===== src/arsio_pkg.sv =====
// Constants and types shared by the recloser signal block
package arsio_pkg;
  localparam int NUM_REQ = 5;
  localparam int NUM_IN = 9;
  localparam int IRQ_W = 11;
  localparam int ADDR_W = 8;
  localparam int DATA_W = 32;
  localparam int DEAD_W = 16;
  localparam int MS_DIV_W = 16;
  // Input bit positions
  localparam int IN_ENABLE = 0;
  localparam int IN_RELEASE = 1;
  localparam int IN_LOCK = 2;
  localparam int IN_CRIT = 3;
  localparam int IN_REQ0 = 4;
  // Extra interrupt bits beyond input events
  localparam int IRQ_LOCK = 9;
  localparam int IRQ_SHOT = 10;
  // Control fields
  localparam int CTRL_ON = 0;
  localparam int CTRL_EXT_SEL = 1;
  // Register byte offsets
  localparam logic [ADDR_W-1:0] OFS_CTRL = 8'h00;
  localparam logic [ADDR_W-1:0] OFS_EV_EN = 8'h04;
  localparam logic [ADDR_W-1:0] OFS_DEAD = 8'h08;
  localparam logic [ADDR_W-1:0] OFS_STATUS = 8'h0c;
  localparam logic [ADDR_W-1:0] OFS_IRQ_ST = 8'h10;
  localparam logic [ADDR_W-1:0] OFS_IRQ_CLR = 8'h14;
  localparam logic [ADDR_W-1:0] OFS_IRQ_EN = 8'h18;
  // Reset values
  localparam logic [1:0] CTRL_RST = 2'h1;
  localparam logic [NUM_IN-1:0] EV_EN_RST = 9'h1ff;
  localparam logic [DEAD_W-1:0] DEAD_RST = 16'h0001;
  localparam logic [IRQ_W-1:0] IRQ_EN_RST = 11'h000;
  // Millisecond tick timing
  localparam int CLK_HZ = 40_000_000;
  localparam int MS_TIME_US = 1000;
  localparam int MS_CYCLES_DEF = CLK_HZ / 1_000_000 * MS_TIME_US;

  typedef enum logic [3:0] {
    ST_READY = 4'b0001,
    ST_DEAD = 4'b0010,
    ST_LOCKED = 4'b0100,
    ST_OFF = 4'b1000
  } arsio_state_t;

  typedef struct packed {
    logic [NUM_REQ-1:0] reclose_request;
    logic critical_lock_request;
    logic force_lock_input;
    logic lock_release_input;
    logic recloser_enable_input;
  } arsio_in_t;

  typedef struct packed {
    logic lockout_ind;
    logic [NUM_REQ-1:0] shot_from_ind;
    logic dead_time_active_ind;
    logic recloser_disabled_ind;
    logic recloser_enabled_ind;
  } arsio_ind_t;

  typedef struct packed {
    logic [NUM_IN-1:0] rise;
    logic [NUM_IN-1:0] fall;
  } arsio_event_t;
endpackage


===== src/arsio_edge.sv =====
// Input change detector with per-input event enables
`timescale 1ns/1ps
module arsio_edge #(
  parameter int W = 9
) (
  input wire logic clock,
  input wire logic rst,
  input wire logic [W-1:0] sig,
  input wire logic [W-1:0] ev_en,
  output logic [W-1:0] raw_rise,
  output logic [W-1:0] ev_rise,
  output logic [W-1:0] ev_fall
);
  logic [W-1:0] prev_reg;

  always_ff @(posedge clock) begin
    if (rst) begin
      prev_reg <= '0;
    end else begin
      prev_reg <= sig;
    end
  end

  assign raw_rise = sig & ~prev_reg;

  // One-cycle strobes, gated by configuration
  always_ff @(posedge clock) begin
    if (rst) begin
      ev_rise <= '0;
      ev_fall <= '0;
    end else begin
      ev_rise <= sig & ~prev_reg & ev_en;
      ev_fall <= ~sig & prev_reg & ev_en;
    end
  end
endmodule


===== src/arsio_core.sv =====
// Recloser input and indication handling with register port
// Contract
// Enable recloser while the selected enable input is active, else disable.
// The enable input matters only when the select setting is on.
// Manual reset input releases the locked state.
// Locking input locks; only a manual reset returns to ready.
// Critical request locks immediately, with no shot run.
// Five requests ranked strictly; a higher one overrides lower ones.
// A newly active request with conditions met applies a shot.
// Every input change makes an event and updates registers and indications.
// Each input's event generation is switchable by configuration.
// Outputs are indications only; breaker commands come from elsewhere.
// Enabled indication high whenever the function is enabled.
// Disabled indication high when select is on and enable input inactive.
// In-progress indication high while dead time is counted.
// Request indications one to four mark the shot's originating request.
// Fifth request indication marks a shot from the lowest request.
// Locked indication high while in locked mode.
// Indications are levels; events are one-cycle strobes on input edges.
`timescale 1ns/1ps
module arsio_core
  import arsio_pkg::*;
#(
  parameter int MS_CYCLES = MS_CYCLES_DEF
) (
  input wire logic clock,
  input wire logic rst,
  input arsio_pkg::arsio_in_t inputs,
  output arsio_pkg::arsio_ind_t ind,
  output arsio_pkg::arsio_event_t events,
  output logic irq,
  input wire logic [arsio_pkg::ADDR_W-1:0] addr,
  input wire logic [arsio_pkg::DATA_W-1:0] wdata,
  input wire logic wr,
  input wire logic rd,
  output logic [arsio_pkg::DATA_W-1:0] rdata
);
  import arsio_pkg::*;

  function automatic logic [2:0] top_req(input logic [NUM_REQ-1:0] r);
    logic [2:0] idx;
    idx = 3'(NUM_REQ);
    for (int i = NUM_REQ - 1; i >= 0; i--) begin
      if (r[i]) begin
        idx = 3'(i);
      end
    end
    return idx;
  endfunction

  logic [1:0] ctrl_reg;
  logic [NUM_IN-1:0] ev_en_reg;
  logic [DEAD_W-1:0] dead_reg;
  logic [IRQ_W-1:0] irq_st_reg;
  logic [IRQ_W-1:0] irq_st_next;
  logic [IRQ_W-1:0] irq_en_reg;
  arsio_state_t state_reg;
  arsio_state_t state_next;
  logic [2:0] shot_reg;
  logic [DEAD_W-1:0] cnt_reg;
  logic [MS_DIV_W-1:0] div_reg;
  logic ms_tick;
  logic enabled;
  logic lock_now;
  logic dead_done;
  logic [NUM_IN-1:0] in_vec;
  logic [NUM_IN-1:0] raw_rise;
  logic [NUM_REQ-1:0] req_rise;
  logic [2:0] new_req;
  logic take_req;
  logic [NUM_IN-1:0] ev_rise;
  logic [NUM_IN-1:0] ev_fall;

  assign in_vec = inputs;
  // Whole struct from one driver, not per field
  assign events = {ev_rise, ev_fall};
  assign req_rise = raw_rise[IN_REQ0 +: NUM_REQ];
  assign new_req = top_req(req_rise);

  arsio_edge #(
    .W(NUM_IN)
  ) u_edge (
    .clock(clock),
    .rst(rst),
    .sig(in_vec),
    .ev_en(ev_en_reg),
    .raw_rise(raw_rise),
    .ev_rise(ev_rise),
    .ev_fall(ev_fall)
  );

  // Enable input counts only when selected
  assign enabled = ctrl_reg[CTRL_ON] &
    (~ctrl_reg[CTRL_EXT_SEL] | inputs.recloser_enable_input);
  assign lock_now = inputs.force_lock_input | raw_rise[IN_CRIT];

  // Millisecond tick paces the dead-time count
  always_ff @(posedge clock) begin
    if (rst) begin
      div_reg <= '0;
    end else if (div_reg == MS_DIV_W'(MS_CYCLES - 1)) begin
      div_reg <= '0;
    end else begin
      div_reg <= div_reg + 1'b1;
    end
  end
  assign ms_tick = (div_reg == MS_DIV_W'(MS_CYCLES - 1));
  assign dead_done = ms_tick && (cnt_reg == '0);

  // Only a strictly higher request may preempt a running shot
  assign take_req = (new_req != 3'(NUM_REQ)) &&
    ((state_reg == ST_READY) || (state_reg == ST_DEAD && new_req < shot_reg));

  always_comb begin
    state_next = state_reg;
    case (state_reg)
      ST_READY: begin
        if (lock_now) begin
          state_next = ST_LOCKED;
        end else if (!enabled) begin
          state_next = ST_OFF;
        end else if (take_req) begin
          state_next = ST_DEAD;
        end
      end
      ST_DEAD: begin
        if (lock_now) begin
          state_next = ST_LOCKED;
        end else if (!enabled) begin
          state_next = ST_OFF;
        end else if (!take_req && dead_done) begin
          state_next = ST_READY;
        end
      end
      ST_LOCKED: begin
        // Release loses to a still-active locking input
        if (inputs.lock_release_input && !lock_now) begin
          state_next = enabled ? ST_READY : ST_OFF;
        end
      end
      ST_OFF: begin
        if (lock_now) begin
          state_next = ST_LOCKED;
        end else if (enabled) begin
          state_next = ST_READY;
        end
      end
      default: begin
        state_next = ST_LOCKED;
      end
    endcase
  end

  always_ff @(posedge clock) begin
    if (rst) begin
      state_reg <= ST_READY;
    end else begin
      state_reg <= state_next;
    end
  end

  // Shot origin and dead-time counter
  always_ff @(posedge clock) begin
    if (rst) begin
      shot_reg <= 3'(NUM_REQ);
      cnt_reg <= '0;
    end else if (state_next == ST_DEAD && take_req) begin
      shot_reg <= new_req;
      cnt_reg <= dead_reg;
    end else if (state_next != ST_DEAD) begin
      shot_reg <= 3'(NUM_REQ);
      cnt_reg <= '0;
    end else if (ms_tick) begin
      cnt_reg <= cnt_reg - 1'b1;
    end
  end

  // Indications are levels only; no breaker command leaves here
  always_comb begin
    ind = '0;
    ind.recloser_enabled_ind = (state_reg != ST_OFF);
    ind.recloser_disabled_ind = ctrl_reg[CTRL_EXT_SEL] & ~inputs.recloser_enable_input;
    ind.dead_time_active_ind = (state_reg == ST_DEAD);
    ind.lockout_ind = (state_reg == ST_LOCKED);
    for (int i = 0; i < NUM_REQ; i++) begin
      ind.shot_from_ind[i] = (state_reg == ST_DEAD) && (shot_reg == 3'(i));
    end
  end

  // Register writes
  always_ff @(posedge clock) begin
    if (rst) begin
      ctrl_reg <= CTRL_RST;
      ev_en_reg <= EV_EN_RST;
      dead_reg <= DEAD_RST;
      irq_en_reg <= IRQ_EN_RST;
    end else if (wr) begin
      case (addr)
        OFS_CTRL: ctrl_reg <= wdata[1:0];
        OFS_EV_EN: ev_en_reg <= wdata[NUM_IN-1:0];
        OFS_DEAD: dead_reg <= wdata[DEAD_W-1:0];
        OFS_IRQ_EN: irq_en_reg <= wdata[IRQ_W-1:0];
        default: begin
        end
      endcase
    end
  end

  // Sticky event bits; a new event wins over a clear
  always_comb begin
    irq_st_next = irq_st_reg;
    if (wr && addr == OFS_IRQ_CLR) begin
      irq_st_next = irq_st_reg & ~wdata[IRQ_W-1:0];
    end
    irq_st_next[NUM_IN-1:0] = irq_st_next[NUM_IN-1:0] | events.rise | events.fall;
    irq_st_next[IRQ_LOCK] = irq_st_next[IRQ_LOCK] |
      (state_next == ST_LOCKED && state_reg != ST_LOCKED);
    irq_st_next[IRQ_SHOT] = irq_st_next[IRQ_SHOT] |
      (state_reg == ST_DEAD && state_next == ST_READY);
  end

  always_ff @(posedge clock) begin
    if (rst) begin
      irq_st_reg <= '0;
    end else begin
      irq_st_reg <= irq_st_next;
    end
  end

  assign irq = |(irq_st_reg & irq_en_reg);

  // Read data one cycle after the strobe; unmapped reads zero
  always_ff @(posedge clock) begin
    if (rst) begin
      rdata <= '0;
    end else if (rd) begin
      case (addr)
        OFS_CTRL: rdata <= DATA_W'(ctrl_reg);
        OFS_EV_EN: rdata <= DATA_W'(ev_en_reg);
        OFS_DEAD: rdata <= DATA_W'(dead_reg);
        OFS_STATUS: rdata <= DATA_W'({shot_reg, state_reg, in_vec});
        OFS_IRQ_ST: rdata <= DATA_W'(irq_st_reg);
        OFS_IRQ_EN: rdata <= DATA_W'(irq_en_reg);
        default: rdata <= '0;
      endcase
    end else begin
      rdata <= '0;
    end
  end
endmodule


===== config.mk =====
export PLATFORM = sky130hd
export DESIGN_NAME = arsio_core
export DESIGN_NICKNAME = d
export VERILOG_FILES = /design/src/arsio_pkg.sv /design/src/arsio_edge.sv /design/src/arsio_core.sv
export SDC_FILE = /design/constraint.sdc
export NUM_CORES = 1
export LEC_CHECK = 0
export ABC_AREA = 0
export BUFFER_PORTS_ARGS = -buffer_cell sky130_fd_sc_hd__buf_2
export CORE_MARGIN = 2
export CORE_UTILIZATION = 45
export DETAILED_ROUTE_END_ITERATION = 6
export PLACE_DENSITY_LB_ADDON = 0.1
export SYNTH_ARGS = -nofsm -noshare
export SYNTH_HDL_FRONTEND = slang
export SYNTH_SLANG_ARGS = --single-unit

===== constraint.sdc =====
create_clock -name clock -period 3.2 [get_ports clock]
set_input_delay 0.64 -clock clock [delete_from_list [all_inputs] [get_ports clock]]
set_output_delay 0.64 -clock clock [all_outputs]
set_load 0.1 [all_outputs]

# Yosys cells after proc, flatten, opt, wreduce, memory -nomap -nowiden
# Cells that the tools add are included.
# Widths: inputs -> output; s select.
[totals]
regBits = 147
wordCells = 110
in_bits = 53
output_inout_bits = 60
[classes]
bitwise_logic = 20
n_lt_le_gt_ge = 1
muxes = 23
addsub = 2
eq_ne = 22
n_reduce_logical = 29
[op_table]
columns = ["op", "n"]
rows = [
  ["$pmux 16 s6", 1],
  ["$mux 16", 3],
  ["$mux 4", 10],
  ["$and 9x9->9", 4],
  ["$eq 8x5->1 const B", 3],
  ["$and 11x11->11", 2],
  ["$mux 3", 6],
  ["$not 9->9", 2],
  ["$or 9x9->9", 2],
  ["$add 16x1->16 const B", 1],
  ["$eq 16x16->1 const B", 1],
  ["$eq 8x4->1 const B", 2],
  ["$logic_not 16->1", 1],
  ["$pmux 4 s4", 1],
  ["$sub 16x1->16 const B", 1],
  ["$logic_and 1x1->1", 14],
  ["$mux 11", 1],
  ["$not 11->11", 1],
  ["$reduce_or 11->1", 1],
  ["$eq 4x1->1 const B", 2],
  ["$eq 4x2->1 const B", 2],
  ["$eq 4x3->1 const B", 2],
  ["$eq 8x3->1 const B", 1],
  ["$logic_not 8->1", 1],
  ["other kinds (20)", 32],
]

# Depth between registers and ports, before layout
[depth]
ltp_word = 20
mapped_depth = 11
ltp_nobuf = 9

# Cells and area by module
# A second synthesis with hierarchy kept.
[unflattened]
cells_unflattened = 650
area_unflattened_um2 = 6206.0
[by_module_without_submodules]
columns = ["mod", "cells_each", "n_inst", "area_per_inst_um2", "seq_area_each_um2"]
rows = [
  ["arsio_core", 585, 1, 5178.7, 2082.0],
  ["arsio_edge", 65, 1, 1027.2, 540.5],
]

# Least setup slack after synthesis
# No wires, ideal clock.
[synth_timing]
path_type = "register to register"
from = "register state_reg[0]"
to = "register irq_st_reg[10]"
slack_ns = -1.220
stages_incl_launch_ff = 8
synth_period_minus_slack_ns = 4.420
setup_time_ns = 0.078
n_path_buf = 1
arrival_time_ns = 4.342
required_ns = 3.122
cell_sequence = "dfxtp_1 > buf_2 > nor4b_1 > nand2_1 > nand2_1 > o21a_1 > a311oi_1 > nor3_1"
[synth_lines]
columns = ["element", "line", "source"]
rows = [
  ["start, declared", "arsio_core.sv:57", "arsio_state_t state_reg;"],
  ["start signal, assigned", "arsio_core.sv:158", "state_reg <= state_next;"],
  ["end signal, assigned", "arsio_core.sv:226", "irq_st_reg <= irq_st_next;"],
  ["end, declared", "arsio_core.sv:54", "logic [IRQ_W-1:0] irq_st_reg;"],
]

==> impl_metrics.csv <==
group,metric,value,unit
run_status,status,"finished clean",
sta,relSlewSlack,45.9,%
drt,highest_layer,"met4",
drt,drt_pass1_iterations,7,
setup_path,required,2560,ps
place,place_inst,880,
setup_path,reg2reg_slack,740,ps
cells_and_area,final_cell_mix,"dfxtp_1 (131), nand2_1 (87), buf_2 (80)",
synthesis,synth_area,0.00571,mm²
synthesis,yosysWarnings,0,
setup_path,arrival,2100,ps
cells_and_area,n_antenna_cell,0,
cells_and_area,final_cells,912,
synthesis,synth_top_area_share,45.9,%
clock_network,clockBufferDepth,2,
cells_and_area,final_core_util,54.9,%
clock_network,clk_latency,430,ps
sta,fin_ws,461,ps
synthesis,synthTopCellsByArea,"dfxtp_1 (46%), nand2_1 (5.7%), nor2_1 (4.4%), a21oi_1 (4.2%), a211oi_1 (2.8%)",
setup_path,end_kind,"output port",
die,die_w,117,µm
sta,fmax,365,MHz
cells_and_area,synthToLayoutAreaGrowth,20.4,%
die,ios,113,
sta,rsz0062_at_grt,"false",
setup_path,critPathMaxFanout,7,
clock_network,cts_buffers,17,
setup_path,r2r-start,"u_edge.prev_reg[5]$_SDFF_PP0_",
drt,ant_nets,0,
die,die_h,117,µm
cells_and_area,drive_above_1_share,20.4,%
synthesis,seq_area_frac_synth,45.9,%
cells_and_area,ff_latch_area,0.00262,mm²
synthesis,yosys.area.top_type,"dfxtp_1",
sta,setup_viol,0,
sta,period_needed,2740,ps
place,pre_cts_ws,369,ps
global_route,grt_pass1_wl,24.0,mm
global_route,antenna_found_initial,1,
drt,routed-wl-met2,7.29,mm
sta,hold_violations,0,
drt,finalWirelength,15.5,mm
cells_and_area,fin_nets,784,
global_route,grt_pass1_vias,4614,
clock_network,cts_htree_levels,4,
clock_network,root_buffer,"clkbuf_16",
synthesis,synth_edf_count,0,
synthesis,synthFlopType,"dfxtp_1",
cells_and_area,multi_input_area,0.00283,mm²
setup_path,critPathKind,"reg2out",
drt,avgRoutedWirePerCell,17.0,µm
setup_path,rr_worst_depth,10,
setup_path,crit_path_start_kind,"register",
global_route,grt-ovfl-total,0,
die,coreArea,0.0125,mm²
drt,route.vias.total,5016,
place,place_congestion,0.858,
clock_network,cts_tree,"yes",
clock_network,cts_hold_buf,0,
place,place_hpwl,10.8,mm
clock_network,post_cts_resized,0,
flow_run,drv_cap,0,
clock_network,clk_pin_slew,50,ps
drt,wl_met3,938,µm
sta,fin_crit_sh,85.6,%
clock_network,clock_sinks,131,
drt,via_per_inst,5.50,
synthesis,synth-async-reset-ratio,0,%
die,start_util,45.6,%
clock_network,post-cts-setup-buffer-count,0,
setup_path,r2r-end,"cnt_reg[12]$_SDFFE_PP0P_",
sta,worst_pin_slew,812,ps
power_and_ir_drop,ir_drop,368,µV
synthesis,ys_seq_elements,131,
power_and_ir_drop,p_per_area,586,mW/mm²
setup_path,cp-endpoint,"ind[4]",
die,fp-row-count,41,
drt,drc_errors,0,
hold_path,hold_path_class,"reg2reg",
synthesis,avgSynthCellArea,8.88,µm²
synthesis,synth.distinct_cells,63,
cells_and_area,nFillCells,1249,
power_and_ir_drop,leakage,2.71,nW
die,die-area,0.0136,mm²
drt,drt_iter0_markers,400,
sta,finClkSkew,9.60,ps
sta,maxSlewViolCount,0,
sta,holdWs,415,ps
setup_path,cp-startpoint,"state_reg[3]$_SDFF_PP0_",
drt,drt-met1-wl,6.85,mm
cells_and_area,layout_commonest_cell,"dfxtp_1",
synthesis,syn_inst,643,
global_route,grt_start_max_net_pins,78,
global_route,grtUsageTotal,23.5,%
place,io_buffers,80,
## cells by family (layout without fill, tap and decap cells)
logic type,after synthesis,count (layout),synth area share (%)
AND/OR/NAND/NOR,279,279,26.3
multiplexers,2,2,0.351
XOR/XNOR,28,28,4.30
adder cells (fa/ha/maj),4,4,0.877
flip-flops,131,131,45.9
other,1,16,0.0657
buffers and inverters,63,145,5.63
AO/OA/AOI/OAI,135,135,16.5
## power breakdown
group / internal, mW / switching, mW
logic: 0.0786 / 0.279
registers: 1.67 / 0.0268
clock network: 1.24 / 0.734
total: 2.99 / 1.04
## cell usage after synthesis, types with 8 or more instances
cell type  instances
a211o_1           12
a211oi_1          21
a21oi_1           48
a222oi_1          10
a22oi_1           17
buf_2              8
buf_4             18
clkbuf_1          22
dfxtp_1          131
inv_1             12
nand2_1           87
nand3_1           21
nor2_1            67
nor2b_1           22
nor3_1             9
nor4bb_1          12
xnor2_1           13
xor2_1            15
## worst min path at each step
stage | startpoint | slack, ps | end | cells after the start
after global routing | u_edge.prev_reg[2]$_SDFF_PP0_ | 430 | u_edge.ev_rise[2]$_SDFF_PP0_ | 1
after detailed placement | u_edge.prev_reg[0]$_SDFF_PP0_ | 410 | u_edge.ev_rise[0]$_SDFF_PP0_ | 1
after global placement | u_edge.prev_reg[1]$_SDFF_PP0_ | 400 | u_edge.ev_rise[1]$_SDFF_PP0_ | 1
after floorplan | u_edge.prev_reg[0]$_SDFF_PP0_ | 390 | u_edge.ev_rise[0]$_SDFF_PP0_ | 1
final | u_edge.prev_reg[1]$_SDFF_PP0_ | 410 | u_edge.ev_rise[1]$_SDFF_PP0_ | 1
after CTS | inputs[6] | 410 | u_edge.ev_fall[6]$_SDFF_PP0_ | 2
## per-stage QoR
stage                     total power, mW  TNS (ps)  instance area, µm²
after global routing                 4.17         0                6870
after floorplan                      2.01     -2830                5770
after global placement               2.08         0                6270
final                                4.03         0                6870
after detailed placement             2.08         0                6270
after CTS                            4.06         0                6870
## worst max-delay path: stages (launching register included)
cell and delay, ps:
dfxtp_1 380, nor2_1 200, nand3b_1 240, inv_2 200
nand3_1 120, nor2_1 110, buf_2 430
## metal layers
| layer | GRT usage, % | vias to the layer above |
|---|---|---|
| met5 | 0 | - |
| met4 | 10.2 | 0 |
| met3 | 6.23 | 28 |
| met2 | 37.8 | 160 |
| met1 | 29.9 | 2405 |
| li1 | - | 2423 |
## cell type report
cell class	count	area share, %
clock buffers	19	6.45
multi-input cells	464	41.2
inverters	13	0.710
well taps	172	3.13
repair buffers	100	8.01
flip-flops and latches	131	38.2
clock inverters	13	2.29
Power figures use the tool's default switching activity.
